### src/hw/i2c_host_pkg.sv
package i2c_host_pkg;
	// device special-function bus map (8-bit addresses, 8-bit data)
	localparam logic [7:0] PORT3_ADDR = 8'hB0;
	localparam logic [7:0] PORT3_FUNC_ADDR = 8'h91;
	localparam logic [7:0] IRQ_ENABLE_EXT_ADDR = 8'hA7;
	localparam logic [7:0] IRQ_PRIORITY_EXT_ADDR = 8'hB7;
	localparam logic [7:0] SERIAL_CONTROL_ADDR = 8'hDC;
	localparam logic [7:0] SERIAL_CONDITION_ADDR = 8'hDD;
	localparam logic [7:0] SERIAL_DATA_ADDR = 8'hDE;
	localparam logic [7:0] OWN_ADDRESS_ADDR = 8'hDF;
	localparam logic [7:0] BEGIN_FILTER_ADDR = 8'hDB;

	// device bit masks
	localparam logic [7:0] PORT3_LINE_MASK = 8'hC0;
	localparam logic [7:0] IRQ_SERIAL_MASK = 8'h02;
	localparam logic [7:0] CTL_UNIT_EN = 8'h40;
	localparam logic [7:0] CTL_BEGIN_REQ = 8'h20;
	localparam logic [7:0] CTL_HALT_REQ = 8'h10;
	localparam logic [7:0] CTL_OWN_MATCH = 8'h08;
	localparam logic [7:0] CTL_ACK_EN = 8'h80;
	localparam logic [7:0] ST_PENDING = 8'h10;
	localparam logic [7:0] ST_LINE_OCC = 8'h40;
	localparam logic [7:0] ST_ARB_FAIL = 8'h04;
	localparam logic [7:0] ST_PEER_ACK = 8'h02;
	localparam logic [7:0] ST_SEND_DIR = 8'h80;
	localparam logic [7:0] ST_HALT_SEEN = 8'h20;
	localparam logic [7:0] ADDR_WRITE_MASK = 8'hFE;
	localparam logic [7:0] ADDR_READ_FLAG = 8'h01;
	localparam logic [7:0] DUMMY_BYTE = 8'hFF;

	// wishbone register map (byte addresses)
	localparam logic [7:0] WB_CFG_OFS = 8'h00;
	localparam logic [7:0] WB_CMD_OFS = 8'h04;
	localparam logic [7:0] WB_STAT_OFS = 8'h08;
	localparam logic [1:0] WB_BUF_PAGE = 2'h1;
	localparam int BUF_DEPTH = 16;

	// configuration word fields
	localparam int CFG_FILT_LSB = 0;
	localparam int CFG_OWNA_LSB = 8;
	localparam int CFG_RATE_LSB = 16;
	localparam int CFG_PRIO_BIT = 19;
	localparam int CFG_SACK_BIT = 20;
	localparam logic [31:0] CFG_RESET = 32'h000000FF;

	// command word fields
	localparam int CMD_INIT_BIT = 0;
	localparam int CMD_GO_BIT = 1;
	localparam int CMD_MODE_LSB = 2;
	localparam int CMD_LEN_LSB = 8;
	localparam int CMD_TGT_LSB = 16;

	localparam logic [3:0] INIT_STEPS = 4'h8;

	typedef enum logic [1:0] {
		MODE_MTX = 2'b00,
		MODE_MRX = 2'b01,
		MODE_STX = 2'b10,
		MODE_SRX = 2'b11
	} mode_t;

	typedef struct packed {
		logic [7:0] addr;
		logic [7:0] data;
	} sfr_op_t;

	// one service step: control write before, data access, control after
	typedef struct packed {
		logic pre;
		logic post;
		logic dat_wr;
		logic [7:0] dat_val;
		logic store;
		logic inc;
		logic finish;
		logic [7:0] ctl_val;
		logic arb;
		logic nack;
		logic halt;
	} plan_t;
endpackage

### src/hw/sync_2ff.sv
`timescale 1ns/100ps
module sync_2ff (
	input wire logic clk_i,
	input wire logic rst_i,
	input wire logic d_i,
	output logic q_o
);
	logic meta_r;
	logic q_r;

	// first stage is read only by the second
	always_ff @(posedge clk_i) begin
		if (rst_i) begin
			meta_r <= 1'b0;
			q_r <= 1'b0;
		end else begin
			meta_r <= d_i;
			q_r <= meta_r;
		end
	end

	assign q_o = q_r;
endmodule

### src/hw/i2c_host.sv
// Functional notes
// - filter sample span stays just under START hold time per speed class
// - program bitrate select first, then the START sample count
// - typical filter setting FFh standard, 93h fast at 40 MHz
// - drive port3 pins 6,7 high then select their serial function
// - enable engine interrupt, optional priority, then load own address
// - wait line free, load address with direction bit, then request begin
// - master receiver clears acknowledge enable before last byte, then halts
// - service clears pending flag by writing 0, then reads status
// - own match with acknowledge enable marks address hit; clear by 0
// - slave transmitter writes dummy byte when master gives no ACK
//
// Our own choices: the placing of the registers and register access over Wishbone.
`timescale 1ns/100ps
module i2c_host
	import i2c_host_pkg::*;
(
	input wire logic clk_i,
	input wire logic rst_i,
	input wire logic wb_cyc_i,
	input wire logic wb_stb_i,
	input wire logic wb_we_i,
	input wire logic [7:0] wb_adr_i,
	input wire logic [3:0] wb_sel_i,
	input wire logic [31:0] wb_dat_i,
	output logic [31:0] wb_dat_o,
	output logic wb_ack_o,
	output logic [7:0] sfr_addr_o,
	output logic [7:0] sfr_wdata_o,
	output logic sfr_wr_o,
	output logic sfr_rd_o,
	input wire logic [7:0] sfr_rdata_i,
	input wire logic engine_irq_i
);
	typedef enum logic [3:0] {
		ST_IDLE = 4'h0,
		ST_ACC = 4'h1,
		ST_ACC_WAIT = 4'h2,
		ST_INIT = 4'h3,
		ST_SETUP = 4'h4,
		ST_POLL = 4'h5,
		ST_POLL_CHK = 4'h6,
		ST_BEGIN = 4'h7,
		ST_WAIT = 4'h8,
		ST_ISR_CLR = 4'h9,
		ST_ISR_STAT = 4'hA,
		ST_ISR_CTL = 4'hB,
		ST_PLAN = 4'hC,
		ST_DAT = 4'hD,
		ST_POST = 4'hE,
		ST_FINISH = 4'hF
	} state_t;

	state_t state_r, state_nxt, ret_r, iss_ret;
	sfr_op_t op_r, iss_op;
	plan_t plan_r, plan_nxt;
	mode_t mode_r;
	logic acc_wr_r, iss_wr, issue;
	logic [7:0] rd_r, stat_r, ctl_r;
	logic [31:0] cfg_r, cmd_r;
	logic [4:0] idx_r, len_r;
	logic [6:0] tgt_r;
	logic [3:0] init_step_r;
	logic first_r, req_init_r, req_go_r, done_r;
	logic arb_f_r, nack_f_r, halt_f_r;
	logic [31:0] wb_rdata_r;
	logic wb_ack_r;
	logic irq_sync;
	logic [7:0] buf_mem [BUF_DEPTH];

	// engine interrupt comes from another clock domain
	sync_2ff u_irq_sync (
		.clk_i(clk_i),
		.rst_i(rst_i),
		.d_i(engine_irq_i),
		.q_o(irq_sync)
	);

	// wishbone decode
	wire wb_req = wb_cyc_i & wb_stb_i & ~wb_ack_r;
	wire wb_wr = wb_req & wb_we_i;
	wire sel_cfg = wb_adr_i == WB_CFG_OFS;
	wire sel_cmd = wb_adr_i == WB_CMD_OFS;
	wire sel_stat = wb_adr_i == WB_STAT_OFS;
	wire sel_buf = wb_adr_i[7:6] == WB_BUF_PAGE;
	wire [31:0] lane_m = {{8{wb_sel_i[3]}}, {8{wb_sel_i[2]}},
		{8{wb_sel_i[1]}}, {8{wb_sel_i[0]}}};
	wire busy = state_r != ST_IDLE;
	wire cmd_wr = wb_wr & sel_cmd & wb_sel_i[0];
	wire stat_clr = wb_wr & sel_stat & wb_sel_i[0] & wb_dat_i[1];
	wire [31:0] stat_word = {19'h00000, idx_r, 3'h0, halt_f_r, nack_f_r,
		arb_f_r, done_r, busy};
	wire [31:0] rdata_nxt = sel_cfg ? cfg_r :
		sel_cmd ? {cmd_r[31:2], 2'b00} :
		sel_stat ? stat_word :
		sel_buf ? {24'h000000, buf_mem[wb_adr_i[5:2]]} : 32'h00000000;

	// serial control value used for every transfer start
	wire [7:0] base_ctl = {5'h00, cfg_r[CFG_RATE_LSB +: 3]} | CTL_UNIT_EN;
	wire slave_mode = mode_r == MODE_STX || mode_r == MODE_SRX;
	wire [7:0] setup_ctl = (slave_mode && cfg_r[CFG_SACK_BIT]) ?
		(base_ctl | CTL_ACK_EN) : base_ctl;
	wire [7:0] addr_byte = (mode_r == MODE_MRX) ?
		({tgt_r, 1'b0} | ADDR_READ_FLAG) : ({tgt_r, 1'b0} & ADDR_WRITE_MASK);
	wire [7:0] idx_byte = buf_mem[idx_r[3:0]];
	wire room = idx_r < len_r;

	// bring-up writes, one per step
	function automatic sfr_op_t init_op(input logic [3:0] s,
		input logic [31:0] c);
		sfr_op_t o;
		o = {PORT3_ADDR, PORT3_LINE_MASK};
		unique case (s)
			4'h0: o = {PORT3_ADDR, PORT3_LINE_MASK};
			4'h1: o = {PORT3_FUNC_ADDR, PORT3_LINE_MASK};
			4'h2: o = {SERIAL_CONTROL_ADDR, 5'h00, c[CFG_RATE_LSB +: 3]};
			4'h3: o = {BEGIN_FILTER_ADDR, c[CFG_FILT_LSB +: 8]};
			4'h4: o = {IRQ_ENABLE_EXT_ADDR, IRQ_SERIAL_MASK};
			4'h5: o = {IRQ_PRIORITY_EXT_ADDR,
				c[CFG_PRIO_BIT] ? IRQ_SERIAL_MASK : 8'h00};
			4'h6: o = {OWN_ADDRESS_ADDR, c[CFG_OWNA_LSB +: 7], 1'b0};
			default: o = {SERIAL_CONTROL_ADDR, 5'h00, c[CFG_RATE_LSB +: 3]}
				| {8'h00, c[CFG_SACK_BIT] ? CTL_ACK_EN : 8'h00};
		endcase
		return o;
	endfunction

	// service decision from status (stat_r) and control readback (rd_r)
	always_comb begin
		logic arb, nack, stop, match, send;
		arb = (stat_r & ST_ARB_FAIL) != 8'h00;
		// peer acknowledge: 1 means no ACK
		nack = (stat_r & ST_PEER_ACK) != 8'h00;
		stop = (stat_r & ST_HALT_SEEN) != 8'h00;
		match = (rd_r & CTL_OWN_MATCH) != 8'h00 &&
			(rd_r & CTL_ACK_EN) != 8'h00;
		send = (stat_r & ST_SEND_DIR) != 8'h00;
		plan_nxt = '0;
		plan_nxt.dat_val = DUMMY_BYTE;
		plan_nxt.ctl_val = ctl_r;
		unique case (mode_r)
			MODE_MTX: begin
				plan_nxt.dat_wr = 1'b1;
				if (arb) begin
					// engine already turned slave; just release
					plan_nxt.arb = 1'b1;
					plan_nxt.finish = 1'b1;
				end else if (nack || !room) begin
					// halt set before the releasing write
					plan_nxt.ctl_val = ctl_r | CTL_HALT_REQ;
					plan_nxt.pre = 1'b1;
					plan_nxt.nack = nack;
					plan_nxt.finish = 1'b1;
				end else begin
					plan_nxt.dat_val = idx_byte;
					plan_nxt.inc = 1'b1;
				end
			end
			MODE_MRX: begin
				if (arb) begin
					plan_nxt.arb = 1'b1;
					plan_nxt.finish = 1'b1;
				end else if (first_r && nack) begin
					plan_nxt.ctl_val = ctl_r | CTL_HALT_REQ;
					plan_nxt.pre = 1'b1;
					plan_nxt.nack = 1'b1;
					plan_nxt.finish = 1'b1;
				end else if (first_r) begin
					// acknowledge only if more than one byte
					plan_nxt.pre = len_r > 5'h01;
					plan_nxt.ctl_val = plan_nxt.pre ? (ctl_r | CTL_ACK_EN) : ctl_r;
				end else begin
					plan_nxt.store = room;
					plan_nxt.inc = room;
					if (idx_r + 5'h01 >= len_r) begin
						// halt only after the last byte is read
						plan_nxt.ctl_val = ctl_r | CTL_HALT_REQ;
						plan_nxt.post = 1'b1;
						plan_nxt.finish = 1'b1;
					end else if (idx_r + 5'h02 == len_r) begin
						// no acknowledge for the final byte
						plan_nxt.ctl_val = ctl_r & ~CTL_ACK_EN;
						plan_nxt.pre = 1'b1;
					end
				end
			end
			default: begin
				if (stop) begin
					plan_nxt.halt = 1'b1;
					plan_nxt.finish = 1'b1;
					plan_nxt.dat_wr = mode_r == MODE_STX;
					plan_nxt.store = mode_r == MODE_SRX && room;
					plan_nxt.inc = plan_nxt.store;
				end else if (match) begin
					// write back with own match flag at 0
					plan_nxt.pre = 1'b1;
					plan_nxt.dat_wr = send;
					plan_nxt.dat_val = room ? idx_byte : DUMMY_BYTE;
					plan_nxt.inc = send && room;
				end else if (send) begin
					plan_nxt.dat_wr = 1'b1;
					// no ACK from master: dummy byte only
					plan_nxt.nack = nack;
					plan_nxt.finish = nack;
					plan_nxt.dat_val = (!nack && room) ? idx_byte : DUMMY_BYTE;
					plan_nxt.inc = !nack && room;
				end else begin
					plan_nxt.store = room;
					plan_nxt.inc = room;
				end
			end
		endcase
	end

	// sequencer: each step issues one device access, moves on, or holds (ST_IDLE without a request, ST_WAIT without interrupt)
	always_comb begin
		state_nxt = state_r;
		issue = 1'b0;
		iss_op = {SERIAL_DATA_ADDR, DUMMY_BYTE};
		iss_wr = 1'b1;
		iss_ret = ST_IDLE;
		unique case (state_r)
			ST_IDLE: begin
				if (req_init_r) begin
					state_nxt = ST_INIT;
				end else if (req_go_r) begin
					state_nxt = ST_SETUP;
				end
			end
			ST_ACC: state_nxt = ST_ACC_WAIT;
			ST_ACC_WAIT: state_nxt = ret_r;
			ST_INIT: begin
				if (init_step_r == INIT_STEPS) begin
					state_nxt = ST_FINISH;
				end else begin
					issue = 1'b1;
					iss_op = init_op(init_step_r, cfg_r);
					iss_ret = ST_INIT;
				end
			end
			ST_SETUP: begin
				issue = 1'b1;
				iss_op = {SERIAL_CONTROL_ADDR, setup_ctl};
				iss_ret = slave_mode ? ST_WAIT : ST_POLL;
			end
			// wait until the line is free
			ST_POLL: begin
				issue = 1'b1;
				iss_op = {SERIAL_CONDITION_ADDR, DUMMY_BYTE};
				iss_wr = 1'b0;
				iss_ret = ST_POLL_CHK;
			end
			ST_POLL_CHK: begin
				if ((rd_r & ST_LINE_OCC) != 8'h00) begin
					state_nxt = ST_POLL;
				end else begin
					issue = 1'b1;
					iss_op = {SERIAL_DATA_ADDR, addr_byte};
					iss_ret = ST_BEGIN;
				end
			end
			// begin request after the address byte
			ST_BEGIN: begin
				issue = 1'b1;
				iss_op = {SERIAL_CONTROL_ADDR, ctl_r | CTL_BEGIN_REQ};
				iss_ret = ST_WAIT;
			end
			ST_WAIT: begin
				if (irq_sync) begin
					issue = 1'b1;
					iss_op = {SERIAL_CONDITION_ADDR, DUMMY_BYTE};
					iss_wr = 1'b0;
					iss_ret = ST_ISR_CLR;
				end
			end
			// clear pending flag, then read the cause
			ST_ISR_CLR: begin
				issue = 1'b1;
				iss_op = {SERIAL_CONDITION_ADDR, rd_r & ~ST_PENDING};
				iss_ret = ST_ISR_STAT;
			end
			ST_ISR_STAT: begin
				issue = 1'b1;
				iss_op = {SERIAL_CONDITION_ADDR, DUMMY_BYTE};
				iss_wr = 1'b0;
				iss_ret = ST_ISR_CTL;
			end
			ST_ISR_CTL: begin
				issue = 1'b1;
				iss_op = {SERIAL_CONTROL_ADDR, DUMMY_BYTE};
				iss_wr = 1'b0;
				iss_ret = ST_PLAN;
			end
			ST_PLAN: begin
				if (plan_nxt.pre) begin
					issue = 1'b1;
					iss_op = {SERIAL_CONTROL_ADDR, plan_nxt.ctl_val};
					iss_ret = ST_DAT;
				end else begin
					state_nxt = ST_DAT;
				end
			end
			// this data access releases the held bus
			ST_DAT: begin
				issue = 1'b1;
				iss_op = {SERIAL_DATA_ADDR, plan_r.dat_val};
				iss_wr = plan_r.dat_wr;
				iss_ret = ST_POST;
			end
			ST_POST: begin
				if (plan_r.post) begin
					issue = 1'b1;
					iss_op = {SERIAL_CONTROL_ADDR, plan_r.ctl_val};
					iss_ret = plan_r.finish ? ST_FINISH : ST_WAIT;
				end else begin
					state_nxt = plan_r.finish ? ST_FINISH : ST_WAIT;
				end
			end
			ST_FINISH: state_nxt = ST_IDLE;
		endcase
		if (issue) begin
			state_nxt = ST_ACC;
		end
	end

	// sequencer state and device access registers
	always_ff @(posedge clk_i) begin
		if (rst_i) begin
			state_r <= ST_IDLE;
			ret_r <= ST_IDLE;
			op_r <= '0;
			acc_wr_r <= 1'b0;
			rd_r <= 8'h00;
			stat_r <= 8'h00;
			plan_r <= '0;
		end else begin
			state_r <= state_nxt;
			if (issue) begin
				ret_r <= iss_ret;
				op_r <= iss_op;
				acc_wr_r <= iss_wr;
			end
			// read data is valid the cycle after the strobe
			if (state_r == ST_ACC_WAIT && !acc_wr_r) begin
				rd_r <= sfr_rdata_i;
			end
			if (state_r == ST_ISR_CTL) begin
				stat_r <= rd_r;
			end
			if (state_r == ST_PLAN) begin
				plan_r <= plan_nxt;
			end
		end
	end

	// transfer bookkeeping and control shadow
	always_ff @(posedge clk_i) begin
		if (rst_i) begin
			ctl_r <= 8'h00;
			idx_r <= 5'h00;
			len_r <= 5'h00;
			tgt_r <= 7'h00;
			mode_r <= MODE_MTX;
			first_r <= 1'b0;
			init_step_r <= 4'h0;
		end else begin
			if (state_r == ST_IDLE) begin
				init_step_r <= 4'h0;
				idx_r <= req_go_r ? 5'h00 : idx_r;
				first_r <= 1'b1;
				mode_r <= mode_t'(cmd_r[CMD_MODE_LSB +: 2]);
				len_r <= cmd_r[CMD_LEN_LSB +: 5];
				tgt_r <= cmd_r[CMD_TGT_LSB +: 7];
			end
			if (state_r == ST_INIT && issue) begin
				init_step_r <= init_step_r + 4'h1;
			end
			if (state_r == ST_SETUP) begin
				ctl_r <= setup_ctl;
			end
			if (state_r == ST_PLAN) begin
				ctl_r <= plan_nxt.ctl_val;
			end
			if (state_r == ST_POST && state_nxt != ST_ACC_WAIT) begin
				first_r <= 1'b0;
				idx_r <= plan_r.inc ? idx_r + 5'h01 : idx_r;
			end
		end
	end

	// captured bytes win over a bus write to the same cycle
	always_ff @(posedge clk_i) begin
		if (state_r == ST_POST && plan_r.store) begin
			buf_mem[idx_r[3:0]] <= rd_r;
		end else if (wb_wr && sel_buf && wb_sel_i[0]) begin
			buf_mem[wb_adr_i[5:2]] <= wb_dat_i[7:0];
		end
	end

	// software registers; commands while busy are dropped
	always_ff @(posedge clk_i) begin
		if (rst_i) begin
			cfg_r <= CFG_RESET;
			cmd_r <= 32'h00000000;
			req_init_r <= 1'b0;
			req_go_r <= 1'b0;
			done_r <= 1'b0;
			arb_f_r <= 1'b0;
			nack_f_r <= 1'b0;
			halt_f_r <= 1'b0;
			wb_ack_r <= 1'b0;
			wb_rdata_r <= 32'h00000000;
		end else begin
			wb_ack_r <= wb_req;
			wb_rdata_r <= rdata_nxt;
			if (wb_wr && sel_cfg) begin
				cfg_r <= (cfg_r & ~lane_m) | (wb_dat_i & lane_m);
			end
			if (wb_wr && sel_cmd && !busy) begin
				cmd_r <= (cmd_r & ~lane_m) | (wb_dat_i & lane_m);
			end
			req_init_r <= (cmd_wr && !busy) ? wb_dat_i[CMD_INIT_BIT] :
				(state_r == ST_IDLE ? 1'b0 : req_init_r);
			req_go_r <= (cmd_wr && !busy) ? wb_dat_i[CMD_GO_BIT] :
				(state_r == ST_IDLE ? 1'b0 : req_go_r);
			// a finish in the clearing cycle keeps done set
			done_r <= (state_r == ST_FINISH) | (done_r & ~stat_clr);
			if (state_r == ST_SETUP) begin
				arb_f_r <= 1'b0;
				nack_f_r <= 1'b0;
				halt_f_r <= 1'b0;
			end else if (state_r == ST_POST && plan_r.finish) begin
				arb_f_r <= plan_r.arb;
				nack_f_r <= plan_r.nack;
				halt_f_r <= plan_r.halt;
			end
		end
	end

	assign wb_dat_o = wb_rdata_r;
	assign wb_ack_o = wb_ack_r;
	assign sfr_addr_o = op_r.addr;
	assign sfr_wdata_o = op_r.data;
	assign sfr_wr_o = state_r == ST_ACC && acc_wr_r;
	assign sfr_rd_o = state_r == ST_ACC && !acc_wr_r;
endmodule

### config.mk
export PLATFORM = sky130hd
export DESIGN_NAME = i2c_host
export DESIGN_NICKNAME = d
export VERILOG_FILES = /design/src/hw/i2c_host_pkg.sv /design/src/hw/sync_2ff.sv /design/src/hw/i2c_host.sv
export SDC_FILE = /design/constraint.sdc
export NUM_CORES = 1
export LEC_CHECK = 0
export ABC_AREA = 1
export BUFFER_PORTS_ARGS = -buffer_cell sky130_fd_sc_hd__buf_2
export CAP_MARGIN = 20
export CORE_ASPECT_RATIO = 1.4
export CORE_MARGIN = 1.5
export CORE_UTILIZATION = 55
export DETAILED_ROUTE_END_ITERATION = 8
export PLACE_DENSITY = 0.78
export SLEW_MARGIN = 10
export SYNTH_ARGS = -nofsm -noshare
export SYNTH_HDL_FRONTEND = slang
export SYNTH_SLANG_ARGS = --single-unit
### constraint.sdc
create_clock -name clk_i -period 2.35 [get_ports clk_i]
set_input_delay 0.3525 -clock clk_i [delete_from_list [all_inputs] [get_ports clk_i]]
set_output_delay 0.3525 -clock clk_i [all_outputs]
set_load 0.05 [all_outputs]
Word-level counts from Yosys, hierarchy flattened --
Memories as Yosys holds them, arrays and structs flattened. A register that Yosys moved wholly into a read port is not among the register bits. Index checks and enable logic that the tools add are counted.
Word-level totals: bits in registers 202, memories kept 1, logic and storage cells 253, latch bits 0, memory bits (read-only) 0, RAM bits 128, input port bits 58, output and inout bits 51
Memory list:
- buf_mem | depth 16, width 8, rd ports 2, clocked after Yosys merged registers in 1, wr ports 1, RTL line i2c_host.sv:69 | logic [7:0] buf_mem [BUF_DEPTH];
Cells by class: bitwise operators 19, multipliers 0, reductions and logical operators 43, shifts and indexed selects 0, add/sub/neg operators 3, mux-type cells 117, order comparisons 3, equality and inequality tests 31, div/mod/pow operators 0
Operators with widths (count):
- 16-bit case mux with 11 select lines | 1
- 8-bit two-way mux | 18
- 16-bit case mux with 7 select lines | 1
- 32-bit AND | 3
- 32-bit two-way mux | 2
- 4-bit two-way mux | 16
- 32-bit bitwise OR | 2
- 4-bit case mux with 12 select lines | 1
- 1-bit two-way mux | 47
- 4-bit == test, second input constant | 9
- 9-bit two-way mux | 4
- 9-bit case mux with 2 select lines | 2
- 32-bit inverter | 1
- 4-bit case mux with 8 select lines | 1
- 10-bit two-way mux | 3
- 4-bit by 3-bit == test with 1-bit output, second input constant | 7
- 5-bit two-way mux | 4
- 1-bit logical AND | 19
- 4-bit by 2-bit == test with 1-bit output, second input constant | 4
- 16-bit two-way mux | 1
- 16-bit by 8-bit bitwise OR with 16-bit output | 1
- 13-bit two-way mux | 1
- 3-bit two-way mux | 4
- 2-bit two-way mux | 5
- other kinds (33) | 59

Depth between registers and ports, before layout --
Gate-level depths: netlist of the first run.
depth in word-level cells 17, gate-level depth with buffers 20, gate-level depth less buffers 20

Modules after synthesis --
From an unflattened synthesis of the first run, not the netlist that was laid out.
Unflattened totals: cell total of the unflattened synthesis 1908, area, all modules 15391.0 um^2
Modules (own cells, without submodules):
- i2c_host | area each 15336.0 um^2, instances 1, cells each 1902, seq. area each 7707.4 um^2
- sync_2ff | area each 55.1 um^2, instances 1, cells each 6, seq. area each 40.0 um^2

Worst setup path before layout of the first run --
OpenSTA, ideal clock, no wires.
path kind register to register, from register wb_ack_r (netlist: wb_ack_o), to memory buf_mem[0][0] (data pin), cell stages (with the launch flop) 8, path buffers 2, period minus slack after synthesis 2.527 ns, data required time 2.020 ns, library setup time 0.330 ns, arrival 2.197 ns, slack -0.177 ns, cells stage by stage dfxtp_1 > nor3_1 > nand2_2 > nor2_4 > nand3_2 > buf_2 > buf_2 > o21ai_0
On the way: cells in the longest elaborated chain, start to end 10
Ends and longest elaborated chain:
- start: declaration | RTL line i2c_host.sv:67 | logic wb_ack_r;
- start signal: assignment | RTL line i2c_host.sv:414 | wb_ack_r <= wb_req;
- 1-bit inverter | RTL line i2c_host.sv:80 | wire wb_req = wb_cyc_i & wb_stb_i & ~wb_ack_r;
- 1-bit AND | RTL line i2c_host.sv:80
- 1-bit AND | RTL line i2c_host.sv:81 | wire wb_wr = wb_req & wb_we_i;
- 1-bit logical AND (2 in series) | RTL line i2c_host.sv:395 | end else if (wb_wr && sel_buf && wb_sel_i[0]) begin
- 1-bit two-way mux | RTL line i2c_host.sv:395
- 1-bit two-way mux | RTL line i2c_host.sv:393 | if (state_r == ST_POST && plan_r.store) begin
- 1-bit two-way mux (not written as such) | RTL line i2c_host.sv:396 | buf_mem[wb_adr_i[5:2]] <= wb_dat_i[7:0];
- 8-bit OR reduction (no line)
- 8-bit two-way mux (no line)
- end: declaration | RTL line i2c_host.sv:69
Every way passes these cells.

Final worst setup path of the first run --
from register idx_r[1], to register op_r (netlist bit sfr_addr_o[4])
On the way: cells in the longest elaborated chain, start to end 10, elaborated cells on any way between the ends 17, classes of those cells add/sub: 2; order compare: 2; eq/ne: 1; mux: 10; reduce/logical: 2
Ends and longest elaborated chain:
- start: declaration | RTL line i2c_host.sv:61 | logic [4:0] idx_r, len_r;
- start signal: assignment | RTL line i2c_host.sv:369 | idx_r <= req_go_r ? 5'h00 : idx_r;
- start signal: assignment | RTL line i2c_host.sv:386 | idx_r <= plan_r.inc ? idx_r + 5'h01 : idx_r;
- branches (longest 7 deep; another with 5-bit by 1-bit adder with 5-bit output)
- 1-bit case mux with 2 select lines (*) | RTL line i2c_host.sv:141 | unique case (mode_r)
- 1-bit two-way mux (*) | RTL line i2c_host.sv:295 | if (plan_nxt.pre) begin
- 1-bit case mux with 6 select lines (*) | RTL line i2c_host.sv:222 | unique case (state_r)
- end signal: assignment | RTL line i2c_host.sv:340 | op_r <= iss_op;
- end: declaration | RTL line i2c_host.sv:55 | sfr_op_t op_r, iss_op;
Every way passes the cells marked *. A chain may end at the register's enable or synchronous reset.

==> results of run 1 <==
==> flip-flops by register name (all words and copies together), names as in the netlist, 7 cells and up, named ones only <==
signal and count:
sfr_wdata_o 8, cmd_r 30, rd_r 8, cfg_r 32, tgt_r 7, sfr_addr_o 7, buf_mem 128, wb_dat_o 32
plan_r 22
==> logic make-up after synthesis <==
group,count (synthesis),synth area share (%)
multiplexers,1,0.0652
flip-flops,323,50.5
XOR/XNOR,4,0.228
adder cells (fa/ha/maj),16,1.30
buffers and inverters,323,8.31
AND/OR/NAND/NOR,715,20.2
AO/OA/AOI/OAI,513,19.4
==> metal layers <==
layer | track usage, % | wire, um | up-vias
met3 | 3.08 | 3540 | 159
met4 | 20.3 | 3300 | 2
li1 | - | - | 6814
met5 | 0 | 10 | -
met1 | 40.4 | 17600 | 6617
met2 | 58.0 | 23900 | 707
==> layout make-up <==
type | count | area [sq um]
Fill cell | 2365 | 9210
Sequential cell | 323 | 7760
Multi-Input combinational cell | 1249 | 6630
Timing Repair Buffer | 232 | 1590
Clock buffer | 38 | 873
Inverter | 220 | 831
Tap cell | 370 | 463
Clock inverter | 18 | 214
==> how the worst max path moves through the flow <==
stage / startpoint / to / slack (ns) / cells after the start
floorplan: wb_ack_o$_SDFF_PP0_ / buf_mem[0][0]$_DFFE_PP_ / -0.18 / 7
global placement: idx_r[1]$_SDFFE_PP0P_ / state_r[0]$_SDFF_PP0_ / -0.22 / 17
detailed placement: idx_r[1]$_SDFFE_PP0P_ / ret_r[3]$_SDFFE_PP0N_ / -0.28 / 16
CTS: idx_r[1]$_SDFFE_PP0P_ / sfr_wdata_o[0]$_SDFFE_PP0N_ / -0.08 / 18
global route: idx_r[1]$_SDFFE_PP0P_ / sfr_wdata_o[0]$_SDFFE_PP0N_ / -0.18 / 18
finish: idx_r[1]$_SDFFE_PP0P_ / sfr_addr_o[4]$_SDFFE_PP0N_ / -0.05 / 17
==> worst min-delay path: stages <==
cell and delay [ns]:
buf_2 0.09, nand3_1 0.07, a21oi_1 0.06
==> synth_stat cells, types with 6 or more instances <==
master       n  share of area, %
nand2_1    397               9.7
inv_1      198               4.8
dfxtp_1    195                25
o21ai_0    179               5.8
a21oi_1    173               5.6
nand3_1    131               4.3
edfxtp_1   128                25
nor2_1     111               2.7
o211ai_1    93               4.5
clkbuf_1    67               1.6
buf_2       22              0.72
nand4_1     22              0.90
inv_2       17              0.42
ha_1        16               1.3
nor3_1      15              0.49
o2111ai_1   15              0.86
a31oi_1     14              0.57
nand2_2      9              0.37
nor4_1       8              0.33
buf_4        7              0.34
o22ai_1      7              0.29
buf_1        6              0.15
nor2_4       6              0.44
==> power groups by stage <==
stage | logic, mW | registers [mW] | clock network [mW]
floorplan | 0.225 | 5.94 | 0
global placement | 0.447 | 5.92 | 0
detailed placement | 0.448 | 5.92 | 0
CTS | 0.450 | 5.79 | 5.34
global route | 0.492 | 5.79 | 5.56
finish | 0.461 | 5.79 | 5.30
==> repair_timing <==
| item | in CTS | in global routing |
|---|---|---|
| hold endpoints to repair | 0 | 0 |
| pin swaps | 15 | 22 |
| resized for setup | 30 | 49 |
| endpoints found under the setup margin | 28 | 163 |
| buffers inserted | 0 | 2 |
==> cell usage in the layout (no fill, tap or decap), types with 20 or more instances in the layout <==
master and instances:
nand2_2 20, dfxtp_1 189, buf_2 107, inv_2 21
nor2_1 88, nand2_1 383, nor2_2 25, clkbuf_16 32
o21ai_0 171, o211ai_1 93, nand4_1 22, a21oi_1 172
nand3_1 127, buf_4 112, inv_1 194, edfxtp_1 128
==> per-stage QoR <==
stage               area [sq um]  util, %  setup slack, ns  hold slack, ns
floorplan                  15400        -           -0.177           0.388
global placement           17000     61.5           -0.225           0.396
detailed placement         17000     61.5           -0.276           0.399
CTS                        18200     65.9          -0.0773          0.0153
global route               18400     66.6           -0.177          0.0433
finish                     18400     66.6          -0.0485          0.0428
==> impl_metrics.ini, run 1 <==
[status]
status = complete, but fails checks
violations = setup timing

[timing]
final-max-slew-violation-count = 0
clock.fmax_ghz = 0.417
report.final.hold_viol_count = 0
slew_headroom_pct = 55.5
rsz0062_at_grt = yes
fin_worst_skew_ns = 0.0120
min_period_over_period_pct = 102
worst_pin_slew_ns = 0.666
fin_setup_tns_ns = -0.242
fin_crit_ns = 2.40
setup_viol = 16
setup_ws_ns = -0.0485

[pwr]
switching_share_pct = 21.9
p_sw_mw = 2.53
ir_drop_uv = 725
clkPwrFrac_pct = 45.9
p_total_mw = 11.5
power_leakage_nw = 7.43
powerDensity_mw_per_mm2 = 629
p_int_mw = 9.02
sequentialPowerShare_pct = 50.2
combPwrFrac_pct = 4.0

[die]
die_h_um = 201
die_area_sq_mm = 0.0289
initial_core_util_pct = 55.7
die_x_um = 144
pin_count = 109
core-area_sq_mm = 0.0276
fp-row-count = 72

[min_path]
holdPathStages = 3
worst_hold_path.endpoint = rd_r[0]$_SDFFE_PP0P_
min-delay-start = sfr_rdata_i[0]
min_path_type = input pin to register

[synthesis]
syn_area_per_cell_sq_um = 8.10
syn_inst = 1895
synth_nets = 1969
synth_seq_area_share_pct = 50.5
synth_area_sq_mm = 0.0153
synth_edf_count = 128
ys.flop_type = dfxtp_1
ys_ff_latch = 323
synth_warnings = 0
synth.distinct_cells = 53
async_flop_share_pct = 0

[critical_path]
worstReg2RegEnd = sfr_addr_o[4]$_SDFFE_PP0N_
crit_path_end_kind = register
r2r_slack_ns = -0.05
reg2reg_depth = 17
r2r-start = idx_r[1]$_SDFFE_PP0P_
worst-path-buf-inv = 2
crit_chain = ha_4 -> nand3_4 -> xor2_4 -> ha_4 -> nand2_2 -> inv_2 -> nand2_2 -> nor2_4 -> nor2_2 -> nand3_2 -> nand2_1 -> nand2_1 -> nand2_2 -> nand3_4 -> nand3_4 -> o21bai_1 -> inv_1
start_kind = register
path_delay_family = simple AND/OR/NAND/NOR gates
slowest_stage = dfxtp_4
path_class = register to register
required_ns = 2.82
cp_max_fo = 9
critPathMaxStageDelay_ns = 0.39
arrival_ns = 2.87

[global_route]
grt_use_total_pct = 33.7
antenna_found_initial = 2
grt_overflow_total = 0
first_global_vias = 13900
grt_max_degree = 103
grt_pass1_wl_mm = 75.0

[placed_design]
dp_cells = 2392
dp_hpwl_mm = 35.4
place_congestion = 1.03
io_buffer_count = 108

[detailed_routing]
post_drt_wl_per_cell_um = 19.7
vias = 14300
drc = 0
ant_nets = 0
finalWirelength_mm = 48.3
viasPerCell = 5.84
dr.pass1.iters = 6
drt_iter0_drc = 1099

[cts]
cts-buffers-inserted = 30
cts_sinks = 323
cts_tree = yes
htreeDepth = 1
clk_latency_ns = 0.57
cts-root-buf = clkbuf_16
clkTransAtPathRegs_ns = 0.07
cts_buffer_depth = 3
holdBufCountCts = 0

[finish]
diodes = 0
drive_gt1_share_pct = 19.5
final_nets = 2130
syn2layout_area_growth_pct = 19.6
fin_cells = 2450

[run]
drv_cap = 0
No activity file was read; power rests on OpenSTA's default activity.
==> run 2: changes to the inputs <==
--- a/config.mk
+++ b/config.mk
@@ -7,12 +7,12 @@
 export LEC_CHECK = 0
 export ABC_AREA = 1
 export BUFFER_PORTS_ARGS = -buffer_cell sky130_fd_sc_hd__buf_2
-export CAP_MARGIN = 20
+export CAP_MARGIN = 10
 export CORE_ASPECT_RATIO = 1.4
 export CORE_MARGIN = 1.5
 export CORE_UTILIZATION = 55
 export DETAILED_ROUTE_END_ITERATION = 8
-export PLACE_DENSITY = 0.78
+export PLACE_DENSITY_LB_ADDON = 0.15
 export SLEW_MARGIN = 10
 export SYNTH_ARGS = -nofsm -noshare
 export SYNTH_HDL_FRONTEND = slang
==> impl_metrics.ini, run 2 (synthesized netlist as in run 1, its figures left out) <==
[detailed_routing]
post_drt_wl_per_cell_um = 19.6
viasPerCell = 5.77
ant_nets = 0
dr.pass1.iters = 6
drc = 0
vias = 14100
drt_iter0_drc = 952
finalWirelength_mm = 48.1

[cts]
htreeDepth = 2
cts_buffer_depth = 3
clkTransAtPathRegs_ns = 0.06
cts_tree = yes
post_cts.repair.setup_buffers = 0
cts_sinks = 323
cts-buffers-inserted = 34
cts-root-buf = clkbuf_16
clk_latency_ns = 0.53

[placed_design]
io_buffer_count = 108
dp_hpwl_mm = 35.4
place_congestion = 1.00
placed_area_sq_mm = 0.0171

[finish]
multiInputGateArea_sq_mm = 0.00654
seqCellArea_sq_mm = 0.00776
largest_register_ffs = 128
diodes = 0
stdcell_area_sq_mm = 0.0184
drive_gt1_share_pct = 18.3
syn2layout_area_growth_pct = 20.0
final_common_cell = nand2_1
final_nets = 2129
fillers = 2377
layout.cells.most_common_list = 390 x nand2_1, 197 x inv_1, 190 x dfxtp_1

[critical_path]
critPathMaxStageDelay_ns = 0.38
cp_max_fo = 6
required_ns = 2.81
worst-path-buf-inv = 2
cpMostUsedCell = nand2_1
crit_path_end_kind = register
start_kind = register
path_delay_family = simple AND/OR/NAND/NOR gates
slowest_stage = dfxtp_4
arrival_ns = 2.98
path_class = register to register
crit_chain = ha_4 -> nand3_4 -> xor2_2 -> ha_1 -> nand2_1 -> inv_1 -> nand2_1 -> nand2_2 -> nor2_2 -> nand3_2 -> nand2_1 -> nand2_1 -> nand2_2 -> nand3_4 -> buf_2 -> nand4_1 -> nand2_1 -> nor2_1

[timing]
clock.fmax_ghz = 0.398
final-max-slew-violation-count = 0
report.final.hold_viol_count = 0
setup_viol = 24
rsz0062_at_grt = yes
fin_worst_skew_ns = 0.0228
slew_headroom_pct = 49.8
setup_ws_ns = -0.164
worst_pin_slew_ns = 0.754
fin_setup_tns_ns = -2.49
fin_crit_ns = 2.51
min_period_over_period_pct = 107

[status]
status = complete, but fails checks
violations = setup timing

[die]
initial_core_util_pct = 55.7
pin_count = 109
die_h_um = 201
die_x_um = 144
fp-row-count = 72
die_area_sq_mm = 0.0289
core-area_sq_mm = 0.0276

[global_route]
grt_use_total_pct = 33.1
grt_max_degree = 70
antenna_found_initial = 1
grt_overflow_total = 0
first_global_vias = 13300
grt_pass1_wl_mm = 72.9

[pwr]
power_leakage_nw = 7.41
ir_drop_uv = 669
powerDensity_mw_per_mm2 = 638

[run]
drv_cap = 0

[min_path]
min_path_type = input pin to register
run 2: cell types whose count changed in the layout (fill, tap and decap cells not counted), moves of 3 or more:
cell	delta
buf_12	+10
buf_4	-13
buf_6	-3
clkbuf_1	+7
clkbuf_16	+3
clkinv_2	-5
inv_1	+3
inv_4	-3
nand2_1	+7
nand2_2	-5
nand3_1	-3
o21ai_1	+3
o21ai_2	-4
run 2: worst register-to-register path, cell delays in order (launching register included):
cell     delay, ns
dfxtp_4       0.38
ha_4          0.18
nand3_4       0.08
xor2_2        0.16
ha_1          0.31
nand2_1       0.07
inv_1         0.04
nand2_1       0.08
nand2_2       0.07
nor2_2        0.11
nand3_2       0.14
nand2_1       0.10
nand2_1       0.06
nand2_2       0.12
nand3_4       0.13
buf_2         0.20
nand4_1       0.07
nand2_1       0.06
nor2_1        0.09
run 2: path summary, 6_finish.rpt:
path                                     start                      endpoint  slack (ns)  cells after the start
setup reg to reg         idx_r[1]$_SDFFE_PP0P_   sfr_wdata_o[4]$_SDFFE_PP0N_       -0.16                     18
setup / recovery         idx_r[1]$_SDFFE_PP0P_   sfr_wdata_o[4]$_SDFFE_PP0N_       -0.16                     18
hold reg to reg   u_irq_sync.meta_r$_SDFF_PP0_     u_irq_sync.q_o$_SDFF_PP0_        0.44                      2
hold / removal                    engine_irq_i  u_irq_sync.meta_r$_SDFF_PP0_        0.03                      3
run 2: metrics by stage:
stage / std cells / utilization [%] / worst slack, ns / power [mW] / hold WS [ns]
floorplan: 1895 / - / -0.177 / 6.16 / 0.388
global placement: 2388 / 61.9 / -0.239 / 6.37 / 0.420
detailed placement: 2388 / 61.9 / -0.276 / 6.37 / 0.435
CTS: 2450 / 66.4 / -0.0774 / 11.8 / 0.0241
global route: 2451 / 66.8 / -0.355 / 12.0 / 0.0357
finish: 2451 / 66.8 / -0.164 / 11.8 / 0.0326
run 2: repair_timing:
action | in CTS | in global routing
gates cloned | 0 | 1
hold buffers | 0 | 0
resized for setup | 22 | 29
pin swaps | 6 | 15
endpoints found under the setup margin | 92 | 163
run 2: final cells by class:
| cell class | count | share of cell area, % |
|---|---|---|
| multi-input combinational | 1249 | 35.5 |
| clock buffer | 48 | 5.29 |
| tap | 370 | 2.51 |
| clock inverter | 14 | 0.992 |
| timing repair buffer | 227 | 9.05 |
| inverter | 220 | 4.50 |
| sequential | 323 | 42.1 |
run 2: per-layer routing:
| metal | global-route usage (%) | vias up | routed length, um |
|---|---|---|---|
| li1 | - | 6804 | - |
| met4 | 16.9 | 0 | 2540 |
| met1 | 39.5 | 6604 | 18500 |
| met2 | 57.9 | 605 | 24200 |
| met5 | 0 | - | 0 |
| met3 | 3.89 | 125 | 2940 |
run 2: power breakdown:
part | internal (mW) | leakage, nW | total [mW] | switching [mW]
Sequential | 5.79 | 2.75 | 5.79 | 0.00464
Clock | 3.26 | 0.550 | 5.50 | 2.24
Combinational | 0.142 | 4.11 | 0.459 | 0.317
